--- src/include/upmux_cfg.svh ---
// Purpose: Constants for the upper port pin multiplexer
// Assumes: Included by the package and the design modules
// Notes: Offsets are word indices on the plain register port
`ifndef UPMUX_CFG_SVH
`define UPMUX_CFG_SVH

`define UPM_AW 3
`define UPM_DW 16
`define UPM_NPIN 8

// Register offsets
`define UPM_OFS_PDATA 3'h0
`define UPM_OFS_PDIR 3'h1
`define UPM_OFS_UAC 3'h2
`define UPM_OFS_LEVEL 3'h3
`define UPM_OFS_FNSEL 3'h4
`define UPM_OFS_CONFL 3'h5

// Reset values
`define UPM_RST_PDATA 8'h00
`define UPM_RST_PDIR 8'h00
`define UPM_RST_UAC 8'h00
`define UPM_RST_RDATA 16'h0000
`define UPM_RST_PADOUT 8'h00
`define UPM_RST_PADOEN 8'hff
`define UPM_RST_PWIN 4'h0
`define UPM_IDLE_RX 1'b1
`define UPM_IDLE_SCK 1'b1

// Pin positions
`define UPM_PIN_ALT_TX 0
`define UPM_PIN_SCK 1
`define UPM_PIN_RX 2
`define UPM_PIN_MAIN_TX 3
`define UPM_PIN_PW0 4
`define UPM_PIN_PW1 5
`define UPM_PIN_PW2 6
`define UPM_PIN_PW3 7

// Pins that own a port bit and an address line
`define UPM_ADDR_PINS 8'hef
// Pins whose level feeds a peripheral input
`define UPM_INPUT_PINS 8'hf6

`endif

--- src/include/upmux_pkg.sv ---
// Purpose: Types for the upper port pin multiplexer
// Assumes: upmux_cfg.svh gives the widths
// Notes: Carrier structs group peripheral and pad signals
`include "upmux_cfg.svh"

package upmux_pkg;

  typedef enum logic [1:0] {
    UPM_FN_NONE,
    UPM_FN_PORT,
    UPM_FN_ADDR,
    UPM_FN_PERIPH
  } upmux_fn_e;

  typedef struct packed {
    logic alt_tx_en;
    logic alt_tx_data;
    logic main_tx_en;
    logic main_tx_data;
    logic sck_out_en;
    logic sck_out;
    logic sck_ext_mode;
    logic rx_en;
    logic [3:0] pw_in_en;
    logic [3:0] pw_out_en;
    logic [3:0] pw_out;
  } upmux_periph_s;

  typedef struct packed {
    logic [`UPM_NPIN-1:0] out;
    logic [`UPM_NPIN-1:0] oe_n;
  } upmux_pad_s;

  typedef logic [`UPM_DW-1:0] upmux_word_t;

endpackage : upmux_pkg

--- src/core/upmux_sync.sv ---
// Purpose: Two-stage synchroniser for the pad input levels
// Assumes: Reset is the already released copy
// Notes: First stage feeds only the second stage
`timescale 1ns/1ns
`include "upmux_cfg.svh"

module upmux_sync (
  // Clock and reset
  input wire logic ref_clk,
  input wire logic rst_sync_n,
  // Levels
  input wire logic [`UPM_NPIN-1:0] async_in,
  output logic [`UPM_NPIN-1:0] sync_out
);
  import upmux_pkg::*;

  logic [`UPM_NPIN-1:0] meta_r;
  logic [`UPM_NPIN-1:0] sync_r;

  always_ff @(posedge ref_clk or negedge rst_sync_n) begin
    if (!rst_sync_n) begin
      meta_r <= '0;
      sync_r <= '0;
    end else begin
      meta_r <= async_in;
      sync_r <= meta_r;
    end
  end

  assign sync_out = sync_r;

endmodule : upmux_sync

--- src/core/upmux_top.sv ---
// Purpose: Pin function selection for the eight upper port pins
// Assumes: Peripheral and bus signals come from the ref_clk domain
// Notes: Pad levels pass two flip-flops before any use
`timescale 1ns/1ns
`include "upmux_cfg.svh"

// Overview of operation
// - Bit 0 port when alt tx off, port-selected
// - Bit 0 drives address 16 in bus mode
// - Alt serial transmit owns bit 0 when on
// - Bit 1 port when clock out off, port-selected
// - Bit 1 drives address 17 in bus mode
// - Serial clock output owns bit 1 when on
// - Bit 1 input feeds external serial clock
// - Bits 2,5,6,7 port in single-chip or port
// - Bits 2,5,6,7 drive addresses 18,21,22,23
// - Bit 2 level feeds serial receive input
// - Bit 3 port when main tx off, port-selected
// - Bit 3 drives address 19 in bus mode
// - Main serial transmit owns bit 3 when on
// - Timer pin level feeds pulse channel 0
// - Pulse channel 0 output drives timer pin
// - Bits 5,6,7 feed pulse channels 1 to 3
// - Pulse channels 1 to 3 drive bits 5-7
module upmux_top (
  // Clock and reset
  input wire logic ref_clk,
  input wire logic rst_n,
  // Register port
  input wire logic [`UPM_AW-1:0] reg_addr,
  input wire logic [`UPM_DW-1:0] reg_wdata,
  input wire logic reg_wr,
  input wire logic reg_rd,
  output upmux_pkg::upmux_word_t reg_rdata,
  // Chip mode and bus controller
  input wire logic single_chip,
  input wire logic [`UPM_NPIN-1:0] ext_addr_hi,
  // Peripherals
  input wire upmux_pkg::upmux_periph_s periph,
  output logic serial_rx_in,
  output logic serial_shift_clock_in,
  output logic [3:0] pulse_width_in,
  // Pads
  input wire logic [`UPM_NPIN-1:0] pad_in,
  output upmux_pkg::upmux_pad_s pad
);
  import upmux_pkg::*;

  // Pins that own a port bit and an address line
  localparam logic [`UPM_NPIN-1:0] ADDR_PIN_MASK = `UPM_ADDR_PINS;
  // Pins whose level feeds a peripheral input
  localparam logic [`UPM_NPIN-1:0] INPUT_PIN_MASK = `UPM_INPUT_PINS;

  // Reset release
  logic rst_meta_r;
  logic rst_sync_r;

  always_ff @(posedge ref_clk or negedge rst_n) begin
    if (!rst_n) begin
      rst_meta_r <= 1'b0;
      rst_sync_r <= 1'b0;
    end else begin
      rst_meta_r <= 1'b1;
      rst_sync_r <= rst_meta_r;
    end
  end

  // Pad level synchronisation
  logic [`UPM_NPIN-1:0] pin_lvl;

  upmux_sync u_sync (
    .ref_clk(ref_clk),
    .rst_sync_n(rst_sync_r),
    .async_in(pad_in),
    .sync_out(pin_lvl)
  );

  // Decides which function owns a pin
  function automatic upmux_fn_e pin_fn(
    input logic periph_en,
    input logic addr_pin,
    input logic chip_single,
    input logic uac_addr
  );
    upmux_fn_e fn;
    if (periph_en) begin
      fn = UPM_FN_PERIPH;
      // Pin 4 has no port bit or address line
    end else if (!addr_pin) begin
      fn = UPM_FN_NONE;
    end else if (chip_single || !uac_addr) begin
      fn = UPM_FN_PORT;
    end else begin
      fn = UPM_FN_ADDR;
    end
    return fn;
  endfunction : pin_fn

  // Register write decode
  function automatic logic wr_hit(
    input logic wr,
    input logic [`UPM_AW-1:0] addr,
    input logic [`UPM_AW-1:0] ofs
  );
    return wr && (addr == ofs);
  endfunction : wr_hit

  // Software registers
  logic [`UPM_NPIN-1:0] port_data_r;
  logic [`UPM_NPIN-1:0] port_data_nxt;
  logic [`UPM_NPIN-1:0] port_dir_r;
  logic [`UPM_NPIN-1:0] port_dir_nxt;
  logic [`UPM_NPIN-1:0] uac_r;
  logic [`UPM_NPIN-1:0] uac_nxt;
  upmux_word_t rdata_r;
  upmux_word_t rdata_nxt;

  // Function map and conflict view
  upmux_fn_e fn_sel [`UPM_NPIN];
  logic [2*`UPM_NPIN-1:0] fn_word;
  logic [`UPM_NPIN-1:0] in_use;
  logic [`UPM_NPIN-1:0] conflict;

  always_comb begin
    port_data_nxt = port_data_r;
    port_dir_nxt = port_dir_r;
    uac_nxt = uac_r;
    if (wr_hit(reg_wr, reg_addr, `UPM_OFS_PDATA)) begin
      port_data_nxt = reg_wdata[`UPM_NPIN-1:0] & `UPM_ADDR_PINS;
    end
    if (wr_hit(reg_wr, reg_addr, `UPM_OFS_PDIR)) begin
      port_dir_nxt = reg_wdata[`UPM_NPIN-1:0] & `UPM_ADDR_PINS;
    end
    if (wr_hit(reg_wr, reg_addr, `UPM_OFS_UAC)) begin
      uac_nxt = reg_wdata[`UPM_NPIN-1:0] & `UPM_ADDR_PINS;
    end
  end

  always_comb begin
    rdata_nxt = '0;
    if (reg_rd) begin
      case (reg_addr)
        `UPM_OFS_PDATA: begin
          rdata_nxt[`UPM_NPIN-1:0] = port_data_r;
        end
        `UPM_OFS_PDIR: begin
          rdata_nxt[`UPM_NPIN-1:0] = port_dir_r;
        end
        `UPM_OFS_UAC: begin
          rdata_nxt[`UPM_NPIN-1:0] = uac_r;
        end
        `UPM_OFS_LEVEL: begin
          rdata_nxt[`UPM_NPIN-1:0] = pin_lvl;
        end
        `UPM_OFS_FNSEL: begin
          rdata_nxt = fn_word;
        end
        `UPM_OFS_CONFL: begin
          rdata_nxt[`UPM_NPIN-1:0] = conflict;
        end
        default: begin
          rdata_nxt = '0;
        end
      endcase
    end
  end

  always_ff @(posedge ref_clk or negedge rst_sync_r) begin
    if (!rst_sync_r) begin
      port_data_r <= `UPM_RST_PDATA;
      port_dir_r <= `UPM_RST_PDIR;
      uac_r <= `UPM_RST_UAC;
      rdata_r <= `UPM_RST_RDATA;
    end else begin
      port_data_r <= port_data_nxt;
      port_dir_r <= port_dir_nxt;
      uac_r <= uac_nxt;
      rdata_r <= rdata_nxt;
    end
  end

  assign reg_rdata = rdata_r;

  // Peripheral output claims per pin
  logic [`UPM_NPIN-1:0] per_en;
  logic [`UPM_NPIN-1:0] per_val;

  always_comb begin
    per_en = '0;
    per_val = '0;
    per_en[`UPM_PIN_ALT_TX] = periph.alt_tx_en;
    per_val[`UPM_PIN_ALT_TX] = periph.alt_tx_data;
    per_en[`UPM_PIN_SCK] = periph.sck_out_en;
    per_val[`UPM_PIN_SCK] = periph.sck_out;
    per_en[`UPM_PIN_MAIN_TX] = periph.main_tx_en;
    per_val[`UPM_PIN_MAIN_TX] = periph.main_tx_data;
    per_en[`UPM_PIN_PW0] = periph.pw_out_en[0];
    per_val[`UPM_PIN_PW0] = periph.pw_out[0];
    per_en[`UPM_PIN_PW3:`UPM_PIN_PW1] = periph.pw_out_en[3:1];
    per_val[`UPM_PIN_PW3:`UPM_PIN_PW1] = periph.pw_out[3:1];
  end

  // Pad drive selection, one owner per pin
  // Peripheral output first, then port or address
  upmux_pad_s pad_r;
  upmux_pad_s pad_nxt;

  always_comb begin
    pad_nxt.out = `UPM_RST_PADOUT;
    pad_nxt.oe_n = `UPM_RST_PADOEN;
    for (int i = 0; i < `UPM_NPIN; i++) begin
      fn_sel[i] = pin_fn(per_en[i], ADDR_PIN_MASK[i],
                         single_chip, uac_r[i]);
      fn_word[2*i +: 2] = fn_sel[i];
      case (fn_sel[i])
        UPM_FN_PERIPH: begin
          pad_nxt.out[i] = per_val[i];
          pad_nxt.oe_n[i] = 1'b0;
        end
        UPM_FN_ADDR: begin
          pad_nxt.out[i] = ext_addr_hi[i];
          pad_nxt.oe_n[i] = 1'b0;
        end
        UPM_FN_PORT: begin
          pad_nxt.out[i] = port_data_r[i];
          pad_nxt.oe_n[i] = ~port_dir_r[i];
        end
        default: begin
          pad_nxt.out[i] = 1'b0;
          pad_nxt.oe_n[i] = 1'b1;
        end
      endcase
    end
  end

  always_ff @(posedge ref_clk or negedge rst_sync_r) begin
    if (!rst_sync_r) begin
      pad_r.out <= `UPM_RST_PADOUT;
      pad_r.oe_n <= `UPM_RST_PADOEN;
    end else begin
      pad_r <= pad_nxt;
    end
  end

  assign pad = pad_r;

  // Peripheral inputs taken from pin levels
  logic rx_r;
  logic rx_nxt;
  logic sck_in_r;
  logic sck_in_nxt;
  logic [3:0] pw_in_r;
  logic [3:0] pw_in_nxt;
  logic sck_ext_sel;

  always_comb begin
    sck_ext_sel = periph.sck_ext_mode && !periph.sck_out_en &&
                  !port_dir_r[`UPM_PIN_SCK];
    sck_in_nxt = `UPM_IDLE_SCK;
    if (sck_ext_sel) begin
      sck_in_nxt = pin_lvl[`UPM_PIN_SCK];
    end
    rx_nxt = `UPM_IDLE_RX;
    if (periph.rx_en) begin
      rx_nxt = pin_lvl[`UPM_PIN_RX];
    end
    pw_in_nxt = `UPM_RST_PWIN;
    if (periph.pw_in_en[0]) begin
      pw_in_nxt[0] = pin_lvl[`UPM_PIN_PW0];
    end
    for (int c = 1; c < 4; c++) begin
      if (periph.pw_in_en[c]) begin
        pw_in_nxt[c] = pin_lvl[`UPM_PIN_PW0 + c];
      end
    end
  end

  always_ff @(posedge ref_clk or negedge rst_sync_r) begin
    if (!rst_sync_r) begin
      rx_r <= `UPM_IDLE_RX;
      sck_in_r <= `UPM_IDLE_SCK;
      pw_in_r <= `UPM_RST_PWIN;
    end else begin
      rx_r <= rx_nxt;
      sck_in_r <= sck_in_nxt;
      pw_in_r <= pw_in_nxt;
    end
  end

  assign serial_rx_in = rx_r;
  assign serial_shift_clock_in = sck_in_r;
  assign pulse_width_in = pw_in_r;

  // Input pins also being driven; software should keep this clear
  always_comb begin
    in_use = '0;
    in_use[`UPM_PIN_SCK] = sck_ext_sel;
    in_use[`UPM_PIN_RX] = periph.rx_en;
    in_use[`UPM_PIN_PW3:`UPM_PIN_PW0] = periph.pw_in_en;
    conflict = in_use & ~pad_r.oe_n & INPUT_PIN_MASK;
  end

endmodule : upmux_top

--- config.mk ---
export PLATFORM = sky130hd
export DESIGN_NAME = upmux_top
export DESIGN_NICKNAME = d
export VERILOG_FILES = /design/src/include/upmux_pkg.sv /design/src/core/upmux_sync.sv /design/src/core/upmux_top.sv
export VERILOG_INCLUDE_DIRS = /design/src /design/src/include
export SDC_FILE = /design/constraint.sdc
export NUM_CORES = 1
export LEC_CHECK = 0
export BUFFER_PORTS_ARGS = -buffer_cell sky130_fd_sc_hd__buf_4
export CAP_MARGIN = 5
export CORE_MARGIN = 3
export CORE_UTILIZATION = 50
export DETAILED_ROUTE_END_ITERATION = 10
export GPL_TIMING_DRIVEN = 0
export PLACE_DENSITY = 0.79
export REMOVE_ABC_BUFFERS = 1
export SYNTH_ARGS = -nofsm -noshare
export SYNTH_HDL_FRONTEND = slang
export SYNTH_SLANG_ARGS = --single-unit
--- constraint.sdc ---
create_clock -name ref_clk -period 2.6 [get_ports ref_clk]
set_input_delay 0.78 -clock ref_clk [delete_from_list [all_inputs] [get_ports ref_clk]]
set_output_delay 0.78 -clock ref_clk [all_outputs]
set_load 0.005 [all_outputs]
# After elaboration in Yosys (flattened, before gate mapping)

Index checks and enable logic that the tools add are counted.

Bits in registers: 77
Input bits: 60
Logic and storage cells: 119

Eq/ne operators: 28
Multiplexer cells: 39
Bitwise operators: 9
Reduce and logical (&&, ||, !) cells: 30

Operators by type and width:

| kind               | count |
|---|---|
| $pmux 8 s6         | 1 |
| $eq 2x2->1 const B | 16 |
| $mux 2             | 14 |
| $pmux 1 s2         | 9 |
| $pmux 1 s3         | 6 |
| $mux 16            | 1 |
| $reduce_or 2->1    | 8 |
| $eq 2x1->1 const B | 7 |
| $logic_not 1->1    | 9 |
| $and 8x8->8        | 1 |
| $mux 8             | 1 |
| $not 8->8          | 1 |
| $logic_or 1x1->1   | 7 |
| $mux 1             | 7 |
| $not 1->1          | 7 |
| $eq 3x2->1 const B | 2 |
| $eq 3x3->1 const B | 2 |
| $logic_and 1x1->1  | 5 |
| $eq 3x1->1 const B | 1 |
| $logic_not 3->1    | 1 |

# Depth between registers and ports, before layout

Depth after elaboration: 7
Gate-level depth with buffers: 4
Depth with buffers taken out: 3

# By module

From an unflattened synthesis, not the netlist that was laid out.

Cells, all modules: 225
Area, all modules: 3039.2 sq um

By module, submodules not included:

| module     | times used | cells an instance | area each (sq um) |
|---|---|---|---|
| upmux_top  | 1          | 209               | 2638.8 |
| upmux_sync | 1          | 16                | 400.4 |

# Worst setup path before layout

No wires, ideal clock.

Path kind: input-to-reg
Start: in reg_addr[2]
End: reg port_data_r[0]
Library setup time: 0.125 ns
Arrival: 1.646 ns
Data required time: 2.475 ns
Path slack: 0.829 ns
Stages on the path: 4
Buffers on the path: 1
Cell sequence: or2_1 > buf_4 > nor2_8 > mux2_2

Word-level cells in the longest chain between the ends: 2

Ends and longest elaborated chain:

| item                 | RTL line         | text |
|---|---|---|
| from (decl)          | upmux_top.sv:30  | `` input wire logic [`UPM_AW-1:0] reg_addr, `` |
| $logic_not 3->1      | upmux_top.sv:105 | `return wr && (addr == ofs);` |
| $logic_and 1x1->1    | upmux_top.sv:105 |  |
| to (signal assigned) | upmux_top.sv:170 | `` port_data_r <= `UPM_RST_PDATA; `` |
| to (signal assigned) | upmux_top.sv:175 | `port_data_r <= port_data_nxt;` |
| to (decl)            | upmux_top.sv:109 | `` logic [`UPM_NPIN-1:0] port_data_r; `` |

Every way passes these cells.
A chain may end at the register's enable or synchronous reset.

# Worst setup path in the final report

Start: in reg_addr[2]
End: reg port_dir_r[1]

Word-level cells in the longest chain between the ends: 2

Ends and longest elaborated chain:

| item                 | RTL line         | text |
|---|---|---|
| $eq 3x1->1           | upmux_top.sv:105 |  |
| $logic_and 1x1->1    | upmux_top.sv:105 |  |
| to (signal assigned) | upmux_top.sv:171 | `` port_dir_r <= `UPM_RST_PDIR; `` |
| to (signal assigned) | upmux_top.sv:176 | `port_dir_r <= port_dir_nxt;` |
| to (decl)            | upmux_top.sv:111 | `` logic [`UPM_NPIN-1:0] port_dir_r; `` |

Every way passes these cells.

==> results.cfg <==
[synth]
ys_ff_latch = 76
syn_area_sq_um = 3039
async_reset_ff_frac = 1.000
yosysUniqueCellTypes = 42
synth_edf_count = 0
synth_seq_area_share = 0.6299
syn_inst = 225
synth.avg_cell_area_sq_um = 13.51
synth_ff_type = dfrtp_1
yosysWarnings = 0

[clocking]
ctsHtreeMaxLevel = 3
insertion_delay_ns = 0.34
cts_setup_buffers = 0
postCtsHoldBufs = 0
cts_max_path_buffers = 2
numCtsBuffers = 9
post_cts_resized = 0
cts_tree = built
cts_root_buf = clkbuf_8
clock_sinks = 76
clkTransAtPathRegs_ns = 0.07

[floorplan]
die-width_microns = 83.97
fp-row-count = 27
initial_core_util = 0.5323
io_pins = 98
coreArea_sq_um = 5709
dieHeight_microns = 83.97
dieArea_sq_um = 7050

[route]
dr.pass1.iters = 4
routed_via_density = 5.249
drtAntennaViolNets = 0
drtIter0Drc = 56
post-route-drc-count = 0
wl_microns = 6628
dr_total_vias = 2063
wl_per_cell_microns = 16.87

[power_and_ir_drop]
vdd_drop_max_v = 0.0003955
p_per_area_nw_per_um2 = 742.1
total_power_w = 0.002958
p_leak_nw = 1.901

[sta]
post-route-period-util = 0.6945
hold_viol_final = 0
setup_violations = 0
skew_ns = 0.009178
slew_headroom = 0.3936
hold_ws_ns = 0.2059
rsz0062_at_grt = false
slew_violations = 0
period_needed_ns = 1.806
tightest_slew_ns = 0.9096
max_freq_mhz = 553.8

[placement]
place_area_sq_um = 3736
dpl.hpwl_microns = 4623
io_buffers = 87
gp_congestion = 0.8178

[worst_setup_path]
path_class = primary input to flip-flop
crit_chain = buf_4 -> nand2b_1 -> nor2_4 -> mux2_2
crit_path_start_kind = primary input
slowest_delay_ns = 0.38
crit_fanout = 13
critPathCaptureType = flip-flop
crit_arrival_ns = 2.03
crit_required_ns = 2.83
crit_slowest_cell = mux2_2

[global_route]
grt_pass1_vias = 2218
grt_overflow = 0
antenna_found_initial = 0
grt_pass1_wl_microns = 10700
grt_max_degree = 75
track_usage = 0.1982

[final_layout]
final_core_util = 0.6982
nNetsFinal = 376
areaGrowthSynthToFinish_pct = 31.16
drive_above_1_share = 0.4393
final_area_sq_um = 3986
diodes = 0

[worst_hold_path]
hold_class = primary input to asynchronous set/reset pin

[outcome]
status = completed

[run]
drv_cap = 0
## kinds of logic (layout without fill, tap and decap cells)
group / Yosys count / after routing / share of synthesized area
mux: 38 / 38 / 0.1396
other cells: 1 / 1 / 0.001234
simple gates: 64 / 64 / 0.1359
flops: 76 / 76 / 0.6299
compound gates: 32 / 32 / 0.06835
buf+inv: 14 / 110 / 0.02511
## critical path, delay by kind of cell
kind,cells,cell delay [ns]
multiplexers,1,0.38
buffers and inverters,1,0.17
AND/OR/NAND/NOR,2,0.70
## report_power, final
group | total (W) | internal [W] | switching, W
combinational | 0.000412 | 0.000252 | 0.000161
clock | 0.00111 | 0.000689 | 0.000417
sequential | 0.00144 | 0.00134 | 0.000104
total | 0.00296 | 0.00228 | 0.000682
## placed cells by master, fill, tap and decap left out, types with 2 or more instances in the layout
master,instances
buf_4,87
dfrtp_1,65
mux2_2,22
mux2i_1,15
nand2_1,11
clkbuf_8,11
o21ai_0,10
dfstp_2,10
nor2_1,9
nor2b_1,8
inv_1,7
nor3_1,6
a21oi_1,6
nand2b_1,6
and2_1,5
or3b_1,4
o22a_1,3
nand3b_1,3
bufinv_16,3
a31oi_1,2
o31a_1,2
o22ai_1,2
nor3b_1,2
nor2_8,2
## state kept, by name, indices dropped and copies added, names as in the netlist
| name | count |
|---|---|
| pad | 16 |
| pulse_width_in | 4 |
| serial_rx_in | 1 |
| u_sync.meta_r | 8 |
| serial_shift_clock_in | 1 |
| reg_rdata | 15 |
| rst_meta_r | 1 |
| u_sync.sync_out | 8 |
| uac_r | 7 |
| rst_sync_r | 1 |
| port_data_r | 7 |
| port_dir_r | 7 |
## synthesized netlist by cell type, types with 2 or more instances
master | count | area share
dfrtp_1 | 66 | 0.54
mux2_2 | 22 | 0.082
mux2i_1 | 15 | 0.049
nand2_1 | 11 | 0.014
dfstp_2 | 10 | 0.086
o21ai_0 | 10 | 0.016
nor2_1 | 9 | 0.011
nor2b_1 | 8 | 0.016
inv_1 | 7 | 0.0086
a21oi_1 | 6 | 0.0099
nand2b_1 | 6 | 0.012
nor3_1 | 6 | 0.0099
and2_1 | 5 | 0.010
buf_4 | 4 | 0.0099
or3b_1 | 4 | 0.012
nand3b_1 | 3 | 0.0074
o22a_1 | 3 | 0.0086
a31oi_1 | 2 | 0.0041
nor2_8 | 2 | 0.013
nor3b_1 | 2 | 0.0049
o22ai_1 | 2 | 0.0041
o31a_1 | 2 | 0.0058
## layout make-up
type                            count  area, sq um
Sequential cell                    76         1918
Multi-Input combinational cell    135         1049
Clock inverter                      4        95.09
Clock buffer                       12        155.1
Tap cell                           72        90.09
Inverter                            7        26.28
Fill cell                         433         1723
Timing Repair Buffer               87        653.1
## path summary, 6_finish.rpt
path,depth (start not counted),slack [ns],startpoint,end
worst max-delay path,4,0.79,reg_addr[2],port_dir_r[1]
worst max register to register,3,1.25,port_dir_r[1],reg_rdata[1]
worst min register to register,0,0.35,u_sync.meta_r[2],u_sync.sync_out[2]
max in group asynchronous,0,1.55,rst_sync_r,reg_rdata[12]
min in group ref_clk,0,0.35,u_sync.meta_r[2],u_sync.sync_out[2]
worst min-delay path,1,0.21,rst_n,rst_sync_r
## per-stage QoR
step	instances	TNS, ns	worst slack [ns]
after global placement	377	-24.93	-0.3929
after detailed placement	377	0	0.4457
after CTS	393	0	0.8089
after global routing	393	0	0.7761
final	393	0	0.7943
after floorplan	218	0	0.3442
## metal layers
| layer | routed length (microns) | track usage | vias to the layer above | share of wire |
|---|---|---|---|---|
| li1 | - | - | 969 | - |
| met1 | 2749 | 0.2307 | 1007 | 0.41 |
| met2 | 3405 | 0.3427 | 75 | 0.51 |
| met3 | 358 | 0.04738 | 12 | 0.054 |
| met4 | 114 | 0.09503 | 0 | 0.017 |
| met5 | 0 | 0 | - | 0 |
Note: power is estimated with default switching activity, not from simulation.
